$ cat src/sbc_timing_defines.svh
// timing constants, field positions and reset values for the sbc timing link
// assumes a 100 MHz core clock on both ends and an 8-bit serial command
//
// What this block does
// - sample command bits falling, shift reply rising
// - command delays count from bit eight fall
// - can normal mode within 10 us
// - can sleep mode within 10 us
// - chip select rise wakes stop within 15-90 us
// - host waits 90 us after select wake
// - host waits 20 us after wake pulse
// - host spaces same-register messages 25 us apart
// - hold reset low 12-18 ms or 3-4 ms
// - overcurrent wakes only after 40-75 us deglitch
// - dominant transmit times out after 200-520 us
// - four transmitter slew settings, three fastest
// - can bit rates 60 kbit/s to 1 Mbit/s
// - stop wake gives 7-13 us low interrupt
// - transmit low dominant, receive mirrors bus
// - state timers run from 100 kHz oscillator
`ifndef SBC_TIMING_DEFINES_SVH
`define SBC_TIMING_DEFINES_SVH

`define CLK_PERIOD_NS 10
// internal oscillator, 100 kHz
`define OSC_PERIOD_NS 10000
`define OSC_PERIOD_US 10
`define OSC_DIV_CYC (`OSC_PERIOD_NS / `CLK_PERIOD_NS)

// device timers, in oscillator ticks
`define CAN_MODE_MAX_US 10
`define CAN_MODE_TICKS (`CAN_MODE_MAX_US / `OSC_PERIOD_US)
`define WAKE_NOM_US 40
`define WAKE_TICKS (`WAKE_NOM_US / `OSC_PERIOD_US)
`define TURNAROUND_US 90
`define TURNAROUND_TICKS ((`TURNAROUND_US + `OSC_PERIOD_US - 1) / `OSC_PERIOD_US)
`define INT_PULSE_US 10
`define INT_PULSE_TICKS (`INT_PULSE_US / `OSC_PERIOD_US)
`define DEGLITCH_US 55
`define DEGLITCH_TICKS ((`DEGLITCH_US + `OSC_PERIOD_US - 1) / `OSC_PERIOD_US)
`define DOM_TIMEOUT_US 360
`define DOM_TIMEOUT_TICKS (`DOM_TIMEOUT_US / `OSC_PERIOD_US)
`define RESET_HOLD_US 15000
`define RESET_HOLD_TICKS (`RESET_HOLD_US / `OSC_PERIOD_US)
`define RESET_HOLD_SHORT_US 3500
`define RESET_HOLD_SHORT_TICKS (`RESET_HOLD_SHORT_US / `OSC_PERIOD_US)

// host waits, in core clock cycles (least times, rounded up)
`define HOST_WAKE_WAIT_US 90
`define HOST_WAKE_WAIT_CYC ((`HOST_WAKE_WAIT_US * 1000 + `CLK_PERIOD_NS - 1) / `CLK_PERIOD_NS)
`define HOST_INT_WAIT_US 20
`define HOST_INT_WAIT_CYC ((`HOST_INT_WAIT_US * 1000 + `CLK_PERIOD_NS - 1) / `CLK_PERIOD_NS)
`define HOST_MSG_GAP_US 25
`define HOST_MSG_GAP_CYC ((`HOST_MSG_GAP_US * 1000 + `CLK_PERIOD_NS - 1) / `CLK_PERIOD_NS)
// serial clock made by the host: 160 ns period
`define SCLK_PERIOD_NS 160
`define SCLK_HALF_CYC (`SCLK_PERIOD_NS / (2 * `CLK_PERIOD_NS))

// command byte: [7:6] address, [5:0] data
`define CMD_ADDR_MSB 7
`define CMD_ADDR_LSB 6
`define ADDR_CAN 2'h0
`define ADDR_STOP 2'h1
`define CAN_NORMAL_BIT 0
`define SLEW_LSB 1
`define SLEW_MSB 2
`define STOP_GO_BIT 0

// reset values
`define SLEW_RESET 2'h3
// {bus, overcurrent, txd, mosi, sclk, cs_n}
`define DEV_SYNC_RESET 6'h09
// {int_n, rxd, miso}
`define HOST_SYNC_RESET 3'h6

`endif

$ cat src/sbc_timing_pkg.sv
// types shared by both ends of the sbc timing link
// assumes nothing beyond a SystemVerilog compiler
package sbc_timing_pkg;
    typedef logic [1:0] slew_t;
    typedef enum logic [1:0] {
        MODE_RESET,
        MODE_NORMAL,
        MODE_STOP,
        MODE_WAKE
    } sbc_mode_t;
    typedef enum logic [1:0] {
        H_IDLE,
        H_WAKE,
        H_SHIFT,
        H_END
    } host_state_t;
endpackage

$ cat src/sbc_link_if.sv
// serial command port plus can logic pins between host and sbc
// assumes the bench joins both ends through one instance
interface sbc_link_if;
    logic cs_n;
    logic sclk;
    logic mosi;
    logic miso;
    logic txd;
    logic rxd;
    logic int_n;
    logic sys_rst_n;
    modport device (input cs_n, sclk, mosi, txd, output miso, rxd, int_n, sys_rst_n);
    modport host (output cs_n, sclk, mosi, txd, input miso, rxd, int_n, sys_rst_n);
endinterface

$ cat src/sbc_device.sv
// sbc end: serial slave, mode and wake timers, can transmit guard
// assumes all incoming link pins are asynchronous to clk and resynchronised here
`include "sbc_timing_defines.svh"

module sbc_device #(
    parameter int OSC_DIV = `OSC_DIV_CYC,
    parameter bit SHORT_RESET = 1'b0,
    parameter int RESET_TICKS = `RESET_HOLD_TICKS,
    parameter int RESET_SHORT_TICKS = `RESET_HOLD_SHORT_TICKS
) (
    // clock and reset
    input wire logic clk,
    input wire logic reset_n,
    input wire logic clk_en,
    // host link
    sbc_link_if.device link,
    // analog side
    input wire logic vdd_overcurrent,
    input wire logic bus_dominant,
    output logic can_drive_dom,
    output logic can_normal,
    output sbc_timing_pkg::slew_t can_slew,
    output sbc_timing_pkg::sbc_mode_t mode
);
    import sbc_timing_pkg::*;

    localparam int HOLD = SHORT_RESET ? RESET_SHORT_TICKS : RESET_TICKS;

    if (OSC_DIV < 2 || OSC_DIV > 65535 || HOLD < 1 || HOLD > 65535) begin : g_bad_param
        $error("sbc_device: oscillator divider or reset hold out of range");
    end

    ////////////////////////////////////////////////////////////////////////
    // input synchronisers
    logic [5:0] meta_q;
    logic [5:0] sync_q;
    logic [1:0] prev_q;
    logic cs_s, sclk_s, mosi_s, txd_s, oc_s, bus_s;

    always_ff @(posedge clk or negedge reset_n) begin
        if (!reset_n) begin
            meta_q <= `DEV_SYNC_RESET;
            sync_q <= `DEV_SYNC_RESET;
            prev_q <= 2'h1;
        end else if (clk_en) begin
            meta_q <= {bus_dominant, vdd_overcurrent, link.txd, link.mosi, link.sclk, link.cs_n};
            sync_q <= meta_q;
            prev_q <= {sync_q[1], sync_q[0]};
        end
    end

    assign cs_s = sync_q[0];
    assign sclk_s = sync_q[1];
    assign mosi_s = sync_q[2];
    assign txd_s = sync_q[3];
    assign oc_s = sync_q[4];
    assign bus_s = sync_q[5];

    logic sclk_fall, sclk_rise, cs_fall, cs_rise;
    assign sclk_fall = prev_q[1] & ~sclk_s & ~cs_s;
    assign sclk_rise = ~prev_q[1] & sclk_s & ~cs_s;
    assign cs_fall = prev_q[0] & ~cs_s;
    assign cs_rise = ~prev_q[0] & cs_s;

    ////////////////////////////////////////////////////////////////////////
    // internal oscillator; restarted at wake so wake timers start whole
    logic [15:0] osc_q;
    logic tick;
    logic wake_evt;
    assign tick = (osc_q == 16'(OSC_DIV - 1));

    always_ff @(posedge clk or negedge reset_n) begin
        if (!reset_n) begin
            osc_q <= 16'h0000;
        end else if (clk_en) begin
            if (wake_evt || tick) begin
                osc_q <= 16'h0000;
            end else begin
                osc_q <= osc_q + 16'h0001;
            end
        end
    end

    ////////////////////////////////////////////////////////////////////////
    // serial slave
    logic [3:0] bit_q;
    logic [7:0] rx_q;
    logic [7:0] tx_q;
    logic miso_q;
    logic cmd_done;
    logic accept;
    logic [7:0] cmd;
    logic [7:0] status;
    sbc_mode_t mode_q;
    logic [3:0] guard_q;
    logic sys_rst_n_q, can_normal_q, timeout_q;
    slew_t slew_q;

    assign cmd_done = sclk_fall & (bit_q == 4'h7);
    assign cmd = {rx_q[6:0], mosi_s};
    assign accept = cmd_done & (mode_q == MODE_NORMAL) & (guard_q == 4'h0);
    assign status = {sys_rst_n_q, can_normal_q, slew_q, mode_q == MODE_STOP,
                     guard_q != 4'h0, timeout_q, 1'b0};

    always_ff @(posedge clk or negedge reset_n) begin
        if (!reset_n) begin
            bit_q <= 4'h0;
            rx_q <= 8'h00;
        end else if (clk_en) begin
            if (cs_s) begin
                bit_q <= 4'h0;
            end else if (sclk_fall) begin
                rx_q <= cmd;
                bit_q <= (bit_q == 4'h7) ? 4'h0 : bit_q + 4'h1;
            end
        end
    end

    always_ff @(posedge clk or negedge reset_n) begin
        if (!reset_n) begin
            tx_q <= 8'h00;
            miso_q <= 1'b0;
        end else if (clk_en) begin
            if (cs_fall) begin
                // first rise re-sends bit seven, the host samples it on the first fall
                miso_q <= status[7];
                tx_q <= status;
            end else if (sclk_rise) begin
                miso_q <= tx_q[7];
                tx_q <= {tx_q[6:0], 1'b0};
            end
        end
    end

    ////////////////////////////////////////////////////////////////////////
    // mode sequencing, reset hold and wake
    logic [15:0] rst_cnt_q;
    logic [3:0] wake_cnt_q;
    logic [3:0] oc_cnt_q;
    logic stop_pend_q;
    logic oc_wake;

    // counting whole ticks while high gives 50 to 60 us of persistence
    assign oc_wake = oc_s & (oc_cnt_q >= 4'(`DEGLITCH_TICKS));
    assign wake_evt = (mode_q == MODE_STOP) & (cs_rise | oc_wake);

    always_ff @(posedge clk or negedge reset_n) begin
        if (!reset_n) begin
            oc_cnt_q <= 4'h0;
        end else if (clk_en) begin
            if (!oc_s || mode_q != MODE_STOP) begin
                oc_cnt_q <= 4'h0;
            end else if (tick && oc_cnt_q != 4'hF) begin
                oc_cnt_q <= oc_cnt_q + 4'h1;
            end
        end
    end

    always_ff @(posedge clk or negedge reset_n) begin
        if (!reset_n) begin
            mode_q <= MODE_RESET;
            sys_rst_n_q <= 1'b0;
            rst_cnt_q <= 16'h0000;
            wake_cnt_q <= 4'h0;
            stop_pend_q <= 1'b0;
        end else if (clk_en) begin
            if (accept && cmd[`CMD_ADDR_MSB:`CMD_ADDR_LSB] == `ADDR_STOP) begin
                stop_pend_q <= cmd[`STOP_GO_BIT];
            end
            case (mode_q)
                MODE_RESET: begin
                    if (tick) begin
                        rst_cnt_q <= rst_cnt_q + 16'h0001;
                    end
                    if (rst_cnt_q == 16'(HOLD)) begin
                        mode_q <= MODE_NORMAL;
                        sys_rst_n_q <= 1'b1;
                    end
                end
                MODE_NORMAL: begin
                    // stop waits for select to end so its own rise cannot wake
                    if (stop_pend_q && cs_s && tick) begin
                        mode_q <= MODE_STOP;
                        stop_pend_q <= 1'b0;
                    end
                end
                MODE_STOP: begin
                    if (wake_evt) begin
                        mode_q <= MODE_WAKE;
                        wake_cnt_q <= 4'h0;
                    end
                end
                MODE_WAKE: begin
                    if (tick) begin
                        wake_cnt_q <= wake_cnt_q + 4'h1;
                    end
                    if (wake_cnt_q == 4'(`WAKE_TICKS)) begin
                        mode_q <= MODE_NORMAL;
                    end
                end
                default: begin
                    mode_q <= MODE_RESET;
                end
            endcase
        end
    end

    ////////////////////////////////////////////////////////////////////////
    // wake interrupt pulse and command turnaround guard
    logic int_n_q;
    logic [3:0] int_cnt_q;

    always_ff @(posedge clk or negedge reset_n) begin
        if (!reset_n) begin
            int_n_q <= 1'b1;
            int_cnt_q <= 4'h0;
        end else if (clk_en) begin
            if (wake_evt) begin
                int_n_q <= 1'b0;
                int_cnt_q <= 4'(`INT_PULSE_TICKS);
            end else if (tick && int_cnt_q != 4'h0) begin
                int_cnt_q <= int_cnt_q - 4'h1;
                if (int_cnt_q == 4'h1) begin
                    int_n_q <= 1'b1;
                end
            end
        end
    end

    always_ff @(posedge clk or negedge reset_n) begin
        if (!reset_n) begin
            guard_q <= 4'h0;
        end else if (clk_en) begin
            if (wake_evt) begin
                guard_q <= 4'(`TURNAROUND_TICKS);
            end else if (tick && guard_q != 4'h0) begin
                guard_q <= guard_q - 4'h1;
            end
        end
    end

    ////////////////////////////////////////////////////////////////////////
    // can mode, slew and transmit path
    logic can_pend_q, pend_normal_q, can_dom_q, rxd_q;
    slew_t pend_slew_q;
    logic [7:0] dom_cnt_q;

    always_ff @(posedge clk or negedge reset_n) begin
        if (!reset_n) begin
            can_pend_q <= 1'b0;
            pend_normal_q <= 1'b0;
            pend_slew_q <= `SLEW_RESET;
            can_normal_q <= 1'b0;
            slew_q <= `SLEW_RESET;
        end else if (clk_en) begin
            if (accept && cmd[`CMD_ADDR_MSB:`CMD_ADDR_LSB] == `ADDR_CAN) begin
                can_pend_q <= 1'b1;
                pend_normal_q <= cmd[`CAN_NORMAL_BIT];
                pend_slew_q <= cmd[`SLEW_MSB:`SLEW_LSB];
            end else if (can_pend_q && tick) begin
                // next tick lands within one oscillator period of bit eight
                can_pend_q <= 1'b0;
                can_normal_q <= pend_normal_q;
                slew_q <= pend_slew_q;
            end
        end
    end

    always_ff @(posedge clk or negedge reset_n) begin
        if (!reset_n) begin
            dom_cnt_q <= 8'h00;
            timeout_q <= 1'b0;
        end else if (clk_en) begin
            if (txd_s) begin
                dom_cnt_q <= 8'h00;
                timeout_q <= 1'b0;
            end else if (tick && !timeout_q) begin
                dom_cnt_q <= dom_cnt_q + 8'h01;
                if (dom_cnt_q == 8'(`DOM_TIMEOUT_TICKS - 1)) begin
                    timeout_q <= 1'b1;
                end
            end
        end
    end

    // three-cycle path keeps 1 Mbit/s bits of 100 cycles intact
    always_ff @(posedge clk or negedge reset_n) begin
        if (!reset_n) begin
            can_dom_q <= 1'b0;
            rxd_q <= 1'b1;
        end else if (clk_en) begin
            can_dom_q <= ~txd_s & ~timeout_q & can_normal_q;
            rxd_q <= ~bus_s;
        end
    end

    assign link.miso = miso_q;
    assign link.rxd = rxd_q;
    assign link.int_n = int_n_q;
    assign link.sys_rst_n = sys_rst_n_q;
    assign can_drive_dom = can_dom_q;
    assign can_normal = can_normal_q;
    assign can_slew = slew_q;
    assign mode = mode_q;

endmodule // sbc_device

$ cat src/flat_wrapper.sv
// flat-port wrapper written by rule: the top's interface ports become plain ports
module sbc_device_flat import sbc_timing_pkg::*;
#(
    parameter int OSC_DIV = `OSC_DIV_CYC,
    parameter bit SHORT_RESET = 1'b0,
    parameter int RESET_TICKS = `RESET_HOLD_TICKS,
    parameter int RESET_SHORT_TICKS = `RESET_HOLD_SHORT_TICKS
)
  (clk, reset_n, clk_en, vdd_overcurrent, bus_dominant, can_drive_dom, can_normal, can_slew, mode, link_cs_n, link_sclk, link_mosi, link_txd, link_miso, link_rxd, link_int_n, link_sys_rst_n);
  sbc_link_if link_i ();
  input wire logic clk;
  input wire logic reset_n;
  input wire logic clk_en;
  input wire logic vdd_overcurrent;
  input wire logic bus_dominant;
  output logic can_drive_dom;
  output logic can_normal;
  output sbc_timing_pkg::slew_t can_slew;
  output sbc_timing_pkg::sbc_mode_t mode;
  input wire logic [$bits(link_i.cs_n)-1:0] link_cs_n;
  input wire logic [$bits(link_i.sclk)-1:0] link_sclk;
  input wire logic [$bits(link_i.mosi)-1:0] link_mosi;
  input wire logic [$bits(link_i.txd)-1:0] link_txd;
  output wire logic [$bits(link_i.miso)-1:0] link_miso;
  output wire logic [$bits(link_i.rxd)-1:0] link_rxd;
  output wire logic [$bits(link_i.int_n)-1:0] link_int_n;
  output wire logic [$bits(link_i.sys_rst_n)-1:0] link_sys_rst_n;
  assign link_i.cs_n = link_cs_n;
  assign link_i.sclk = link_sclk;
  assign link_i.mosi = link_mosi;
  assign link_i.txd = link_txd;
  assign link_miso = link_i.miso;
  assign link_rxd = link_i.rxd;
  assign link_int_n = link_i.int_n;
  assign link_sys_rst_n = link_i.sys_rst_n;
  sbc_device #(.OSC_DIV(OSC_DIV), .SHORT_RESET(SHORT_RESET), .RESET_TICKS(RESET_TICKS), .RESET_SHORT_TICKS(RESET_SHORT_TICKS)) u_core (.clk(clk), .reset_n(reset_n), .clk_en(clk_en), .link(link_i), .vdd_overcurrent(vdd_overcurrent), .bus_dominant(bus_dominant), .can_drive_dom(can_drive_dom), .can_normal(can_normal), .can_slew(can_slew), .mode(mode));
endmodule
$ cat config.mk
export PLATFORM = sky130hd
export DESIGN_NAME = sbc_device_flat
export DESIGN_NICKNAME = d
export VERILOG_FILES = /design/src/sbc_timing_pkg.sv /design/src/sbc_link_if.sv /design/src/sbc_device.sv /design/src/flat_wrapper.sv
export VERILOG_INCLUDE_DIRS = /design/src
export SDC_FILE = /design/constraint.sdc
export NUM_CORES = 1
export LEC_CHECK = 0
export BUFFER_PORTS_ARGS = -buffer_cell sky130_fd_sc_hd__buf_2
export CORE_MARGIN = 1.5
export CORE_UTILIZATION = 60
export DETAILED_ROUTE_END_ITERATION = 6
export PLACE_DENSITY = 0.76
export SYNTH_ARGS = -nofsm -noshare
export SYNTH_HDL_FRONTEND = slang
export SYNTH_SLANG_ARGS = --single-unit
$ cat constraint.sdc
create_clock -name clk -period 2.9 [get_ports clk]
set_input_delay 0.29 -clock clk [delete_from_list [all_inputs] [get_ports clk]]
set_output_delay 0.29 -clock clk [all_outputs]
set_load 0.01 [all_outputs]
=== Yosys cells after proc, flatten, opt, wreduce, memory -nomap -nowiden ===
Index checks and enable logic that the tools add are counted.
W data, S select, Z words.

* Input bits: 9
* Output and inout port bits: 10
* Word-level logic and storage cells: 153
* Bits in latches: 0
* Memory bits (read-only): 0
* Memories: 0
* Register bits: 105
* RAM bits: 0

* Equality and inequality tests: 17
* $add $sub $neg: 8
* Shifts and indexed selects: 0
* Bitwise gates (word level): 22
* Mux-type cells: 35
* $lt $le $gt $ge: 1
* $mul: 0
* Div/mod/pow operators: 0
* Reduce and logical (&&, ||, !) cells: 44

{| class="wikitable"
|+ Operator list
! operator !! count
|-
| $mux W4 || 11
|-
| $add A16 B1 Y16 const B || 2
|-
| $mux W8 || 4
|-
| $reduce_bool A2 Y1 || 10
|-
| $reduce_and A3 Y1 || 6
|-
| $eq A16 B10 Y1 const B || 1
|-
| $eq A16 B11 Y1 const B || 1
|-
| $mux W16 || 1
|-
| $reduce_and A2 Y1 || 8
|-
| $and A1 B1 Y1 || 13
|-
| $mux W1 || 13
|-
| $add A4 B1 Y4 const B || 3
|-
| $logic_and A1 B1 Y1 || 9
|-
| $add A8 B1 Y8 const B || 1
|-
| $eq A4 B3 Y1 const B || 2
|-
| $eq A8 B6 Y1 const B || 1
|-
| $mux W2 || 4
|-
| $ne A2 B1 Y1 const B || 4
|-
| $not A1 Y1 || 8
|-
| $pmux W2 S4 || 1
|-
| $pmux W4 S2 || 1
|-
| $reduce_bool A4 Y1 || 2
|-
| $sub A4 B1 Y4 const B || 2
|-
| $reduce_and A5 Y1 || 1
|-
| 12 further kinds || 18
|}

=== Depth between registers and ports, before layout ===
Gate-level depths: netlist (run 1).

* Depth in word-level cells: 10
* Mapped depth: 8
* Gate-level depth less buffers: 7

=== Least setup slack after synthesis (run 1) ===
Ideal clock, no wire load.

* Path kind: flip-flop to flip-flop
* Start: reg u_core.osc_q[12]
* End: reg u_core.mode_q[1], in the netlist u_core.mode[1]
* Required time: 2.775 ns
* Arrival time: 1.933 ns
* Setup slack: 0.843 ns
* Setup time: 0.125 ns
* Path buffers: 0
* Clock period less this slack: 2.057 ns
* Stages on the path, launching flop included: 6
* Cells stage by stage: dfrtp_1 or4_4 nor4_2 nand3_1 a21oi_1 mux2_2

* Cells in the longest elaborated chain, start to end: 4

{| class="wikitable"
|+ Ends and longest elaborated chain
! what !! line !! text
|-
| start, declared || sbc_device.sv:67 || <nowiki>logic [15:0] osc_q;</nowiki>
|-
| start signal, assigned || sbc_device.sv:79 || <nowiki>osc_q <= osc_q + 16'h0001;</nowiki>
|-
| $eq A16 B10 Y1 || sbc_device.sv:70 || <nowiki>assign tick = (osc_q == 16'(OSC_DIV - 1));</nowiki>
|-
| $logic_and A1 B1 Y1 || sbc_device.sv:182 || <nowiki>if (stop_pend_q && cs_s && tick) begin</nowiki>
|-
| $ne A2 B2 Y1 (no source line) || n/a ||
|-
| $reduce_and A5 Y1 (no source line) || n/a ||
|-
| end signal, assigned || sbc_device.sv:183 || <nowiki>mode_q <= MODE_STOP;</nowiki>
|-
| end signal, assigned || sbc_device.sv:189 || <nowiki>mode_q <= MODE_WAKE;</nowiki>
|-
| end signal, assigned || sbc_device.sv:198 || <nowiki>mode_q <= MODE_NORMAL;</nowiki>
|-
| end, declared || sbc_device.sv:94 || <nowiki>sbc_mode_t mode_q;</nowiki>
|}

No other way between the ends.
A chain may end at the register's enable or synchronous reset.

=== Worst setup path in the final report (run 1) ===
* Start: reg u_core.osc_q[12]
* End: reg u_core.rst_cnt_q[12]

* Cells in the longest elaborated chain, start to end: 2

{| class="wikitable"
|+ Ends and longest elaborated chain
! what !! line !! text
|-
| $eq A16 B10 Y1 || sbc_device.sv:70 ||
|-
| $reduce_and A3 Y1 (no source line) || n/a ||
|-
| end signal, assigned || sbc_device.sv:173 || <nowiki>rst_cnt_q <= rst_cnt_q + 16'h0001;</nowiki>
|-
| end, declared || sbc_device.sv:137 || <nowiki>logic [15:0] rst_cnt_q;</nowiki>
|}

No other way between the ends.

==> results of run 1 <==
per-stage QoR:
step / utilization, % / std cells / power, mW / cell area, sq um
global placement: 65.0 / 606 / 2.26 / 5400
global route: 67.6 / 623 / 3.32 / 5610
CTS: 67.6 / 623 / 3.17 / 5610
floorplan: - / 494 / 2.14 / 5180
finish: 67.6 / 623 / 3.15 / 5610
detailed placement: 65.0 / 606 / 2.30 / 5400
power by group:
group / switching, mW / total [mW] / internal (mW)
clock: 0.540 / 0.879 / 0.339
combinational: 0.220 / 0.427 / 0.207
sequential: 0.189 / 1.84 / 1.65
cells by family (layout without fill, tap and decap cells):
| group | Yosys count | after routing | synth area share (%) |
|---|---|---|---|
| multiplexers | 38 | 38 | 7.99 |
| AND/OR/NAND/NOR | 176 | 176 | 18.6 |
| AO/OA/AOI/OAI | 92 | 92 | 10.9 |
| flip-flops | 104 | 104 | 50.5 |
| adder cells (fa/ha/maj) | 17 | 17 | 4.10 |
| buffers and inverters | 38 | 62 | 2.99 |
| XOR/XNOR | 29 | 29 | 4.90 |
Yosys cell counts, types with 13 or more instances:
master	number	area [sq um]
xor2_1	16	140
nand4_1	18	113
inv_1	19	71.3
ha_1	17	213
nor2_1	34	128
o21ai_0	36	180
xnor2_1	13	114
nand3_1	18	90.1
a21oi_1	18	90.1
dfrtp_1	93	2330
nand2_1	37	139
mux2_2	27	304
how the worst min path moves through the flow:
stage	endpoint	slack (ps)	depth (start not counted)
after floorplan	u_core.bit_q[0]	-6	0
after global placement	u_core.osc_q[8]	320	1
after detailed placement	u_core.osc_q[8]	330	1
after CTS	u_core.meta_q[1]	140	2
after global routing	u_core.meta_q[0]	130	2
final	u_core.meta_q[1]	150	2
area by class of cell:
class / count / area share, %
flip-flops and latches: 104 / 46.7
multi-input cells: 352 / 43.0
repair buffers: 27 / 3.12
clock buffers: 9 / 2.21
clock inverters: 7 / 1.36
well taps: 105 / 2.34
inverters: 19 / 1.27
worst max-delay path: stages (launching register included):
cell and delay [ps]:
dfrtp_1 440, or4_4 580, nor4_4 460, nand3b_1 270, nor3_1 250, xor2_1 180
metal layers:
layer / wire, microns / vias to the layer above / GRT usage [%]
met5: 0 / - / 0
met4: 146 / 0 / 7.35
met3: 304 / 16 / 4.42
met2: 4860 / 65 / 39.5
met1: 4520 / 1864 / 30.7
li1: - / 1819 / -
sequential cells by signal (all words and copies together), names as in the netlist, 6 cells and up:
signal,cells
u_core.dom_cnt_q,8
u_core.rx_q,7
u_core.sync_q,6
u_core.osc_q,16
u_core.tx_q,7
u_core.meta_q,6
u_core.rst_cnt_q,16
repair_timing:
action                                  4_1_cts  5_1_grt
endpoints found under the setup margin        0        0
endpoints found under the hold margin        40        0
hold buffers                                  1        0
==> flow_summary_export.csv, run 1 <==
group,metric,value,unit
setup_path,critPathCapture,"u_core.rst_cnt_q[12]",
cts,ctsResizeCount,0,
floorplan,die_area,9210,sq um
route,first_pass_iters,4,
place,portBuffers,18,
timing,rsz0062_at_grt,"no",
yosys,ys_ff_latch,104,
cts,numClockSinks,104,
global_routing,grt_pass1_wl,16800,microns
cells_and_area,area_growth_syn_to_layout,8.16,%
power_and_ir_drop,p_leak,2.53,nW
cts,root_buffer,"clkbuf_8",
yosys,synth.distinct_cells,48,
yosys,syn_nets,520,
route,drtIter0Drc,155,
status,outcome,"finished clean",
setup_path,cp-start-kind,"register",
place,dp_slack,654,ps
yosys,synth.avg_cell_area,10.5,sq um
cts,clk_pin_slew,110,ps
cts,cts_buffers,9,
yosys,syn_area,5180,sq um
global_routing,grt_pass1_vias,3612,
timing,skew,10.3,ps
timing,period_needed,2250,ps
cts,cts_tree,"built",
setup_path,rr_worst_depth,5,
setup_path,timing.rr.end,"u_core.rst_cnt_q[12]",
timing,finalSetupTns,0,ps
cells_and_area,drive_gt1_share,16.4,%
floorplan,die_h,96.0,microns
global_routing,grt_max_degree,61,
floorplan,io_pins,19,
global_routing,antenna_found_initial,0,
cts,h-tree-depth,3,
setup_path,startpoint,"u_core.osc_q[12]",
timing,slew_headroom,53.9,%
hold_path,hp-start,"link_sclk",
setup_path,reg2reg_slack,650,ps
setup_path,worstPathArrival,2530,ps
cells_and_area,final_common_cell,"dfrtp_1",
yosys,synthCells,494,
cts,post_cts_buffers,0,
setup_path,required,3180,ps
setup_path,cp_max_fo,6,
setup_path,reg2reg_from,"u_core.osc_q[12]",
yosys,synth-edff-count,0,
floorplan,start_util,62.5,%
timing,whs,148,ps
hold_path,hp-class,"in -> reg",
cts,clock_path_buffers,2,
setup_path,critical_path_class,"reg -> reg",
yosys,synthFlopType,"dfrtp_1",
route,routed_wl,9830,microns
cells_and_area,seq_area,2620,sq um
timing,fmax,0.445,GHz
route,drc_errors,0,
power_and_ir_drop,vdd_drop_max,444,uV
yosys,ys_warn_count,0,
timing,fin_crit_sh,77.5,%
route,num_vias,3764,
cells_and_area,final_cell_mix,"93 x dfrtp_1, 37 x nand2_1, 36 x o21ai_0",
timing,tightest_slew,685,ps
cts,worstSkewPairLatency,360,ps
timing,setup_violations,0,
place,hpwl,6920,microns
yosys,async_flop_share,100,%
floorplan,rows,33,
route,viasPerCell,6.04,
route,wire_per_inst,15.8,microns
cells_and_area,diodes,0,
timing,finalHoldViolCount,0,
route,detail-route-antenna-nets,0,
floorplan,core,8300,sq um
global_routing,grt_use_total,23.5,%
global_routing,grt_overflow_total,0,
place,place_congestion,0.890,
yosys,yosysSeqAreaShare,50.5,%
timing,setup_ws,653,ps
power_and_ir_drop,power_density,562,nW/um^2
run,max-cap-violations,0,
cells_and_area,multi_input_area,2410,sq um
timing,maxSlewViolCount,0,
setup_path,cp-end-kind,"register",
floorplan,die_x,96.0,microns
cells_and_area,n_fill_cell,642,
cells_and_area,finalNetCount,539,
Power figures use the tool's default switching activity.
==> run 2, diff against run 1 <==
==> constraint.sdc (replaced) <==
create_clock -name clk -period 2.3 [get_ports clk]
set_input_delay 0.23 -clock clk [delete_from_list [all_inputs] [get_ports clk]]
set_output_delay 0.23 -clock clk [all_outputs]
set_load 0.01 [all_outputs]
==> flow_summary_export.csv, run 2 (synthesized netlist as in run 1, its figures left out) <==
group,metric,value,unit
status,outcome,"finished clean",
global_routing,grt_pass1_wl,16800,microns
floorplan,die_area,9210,sq um
place,hpwl,6740,microns
cells_and_area,final_common_cell,"dfrtp_1",
setup_path,critical_path_class,"reg -> reg",
setup_path,cp-end-kind,"register",
setup_path,rr_worst_depth,7,
cells_and_area,finalNetCount,549,
timing,finalHoldViolCount,0,
place,place_congestion,0.851,
power_and_ir_drop,vdd_drop_max,436,uV
run,max-cap-violations,0,
timing,rsz0062_at_grt,"no",
route,drc_errors,0,
cells_and_area,area_growth_syn_to_layout,10.2,%
route,detail-route-antenna-nets,0,
route,routed_wl,9870,microns
setup_path,required,2570,ps
cts,cts_tree,"built",
setup_path,crit_chain,"ha_1, nand4_1, buf_4, nor4_4, nand3_1, a21oi_1, mux2_2",
power_and_ir_drop,p_leak,2.59,nW
cells_and_area,largest_registers,"u_core.osc_q x16, u_core.rst_cnt_q x16, u_core.dom_cnt_q x8",
setup_path,worstPathArrival,2380,ps
cts,clock_path_buffers,2,
floorplan,core,8300,sq um
floorplan,die_h,96.0,microns
timing,slew_headroom,54.4,%
cells_and_area,final_cell_mix,"93 x dfrtp_1, 37 x nand2_1, 36 x o21ai_0",
timing,tightest_slew,678,ps
cts,root_buffer,"clkbuf_8",
hold_path,hp-class,"in -> reg",
global_routing,grt_overflow_total,0,
global_routing,grt_pass1_vias,3599,
cts,numClockSinks,104,
power_and_ir_drop,power_density,716,nW/um^2
route,wire_per_inst,15.6,microns
setup_path,cp_max_fo,6,
floorplan,die_x,96.0,microns
global_routing,grt_max_degree,105,
floorplan,start_util,62.5,%
place,dp_slack,22.5,ps
hold_path,min_path_cells,2,
setup_path,max_stage_delay,420,ps
place,portBuffers,18,
timing,fmax,0.473,GHz
global_routing,grt_use_total,23.7,%
route,num_vias,3720,
cells_and_area,diodes,0,
cells_and_area,drive_gt1_share,18.0,%
global_routing,antenna_found_initial,0,
timing,maxSlewViolCount,0,
route,drtIter0Drc,149,
setup_path,crit_cells,7,
route,first_pass_iters,4,
cts,cts_buffers,9,
timing,fin_crit_sh,91.9,%
timing,setup_ws,186,ps
cts,h-tree-depth,3,
floorplan,rows,33,
setup_path,crit_slowest_cell,"dfrtp_1",
cts,clk_pin_slew,110,ps
timing,period_needed,2110,ps
setup_path,cp-start-kind,"register",
cts,worstSkewPairLatency,380,ps
timing,setup_violations,0,
timing,skew,12.7,ps
floorplan,io_pins,19,
setup_path,crit_family,"simple AND/OR/NAND/NOR gates",
route,viasPerCell,5.88,
setup_path,crit_buf_inv,1,
timing,finalSetupTns,0,ps
==> run 2: cell type report <==
class	instances	area, sq um
Clock buffer	9	124
Clock inverter	7	96.3
Fill cell	640	2580
Inverter	19	71.3
Multi-Input combinational cell	352	2420
Sequential cell	104	2620
Tap cell	105	131
Timing Repair Buffer	37	254
==> run 2: power by group <==
group	internal [mW]	switching (mW)
Sequential	2.09	0.241
Clock	0.537	0.686
Combinational	0.269	0.273
==> run 2: per-layer routing <==
layer	GRT usage (%)	part of all wire (%)	vias to the layer above
met5	0	0	-
met4	6.25	1.3	0
met3	5.13	3.4	14
met2	39.6	49	53
met1	31.2	47	1829
li1	-	-	1824
==> run 2: final timing paths <==
kind,start,to,slack [ps]
worst max-delay path,u_core.osc_q[0],u_core.mode[1],190
worst min-delay path,link_mosi,u_core.meta_q[2],80
worst max register to register,u_core.osc_q[0],u_core.mode[1],190
worst min register to register,u_core.sync_q[5],u_core.link.rxd,420
max in group asynchronous,reset_n,u_core.sync_q[3],1410
min in group asynchronous,reset_n,u_core.osc_q[6],450
==> run 2: timing repair <==
action                                  CTS  global route
pin swaps                                 0             4
hold buffers                              1             0
resized for setup                         1             1
hold endpoints to repair                 93             0
endpoints found under the setup margin    1             4
setup buffers                             0             2
==> run 2: through the flow <==
step           hold slack [ps]  power, mW  instance area [sq um]  util [%]  std cells
2_1_floorplan            -65.6       2.70                   5180         -        494
3_3_place_gp               340       2.86                   5460      65.7        614
3_5_place_dp               342       2.90                   5460      65.7        614
4_1_cts                   62.9       4.13                   5700      68.6        631
5_1_grt                   65.8       4.32                   5710      68.9        633
6_report                  78.1       4.09                   5710      68.9        633
==> run 2: worst register-to-register path, delay by kind of cell (launching register included) <==
family,cells,cell delay (ps)
simple gates,3,630
flops,1,420
mux,1,340
fa+ha+maj,1,270
compound gates,1,190
buf+inv,1,170
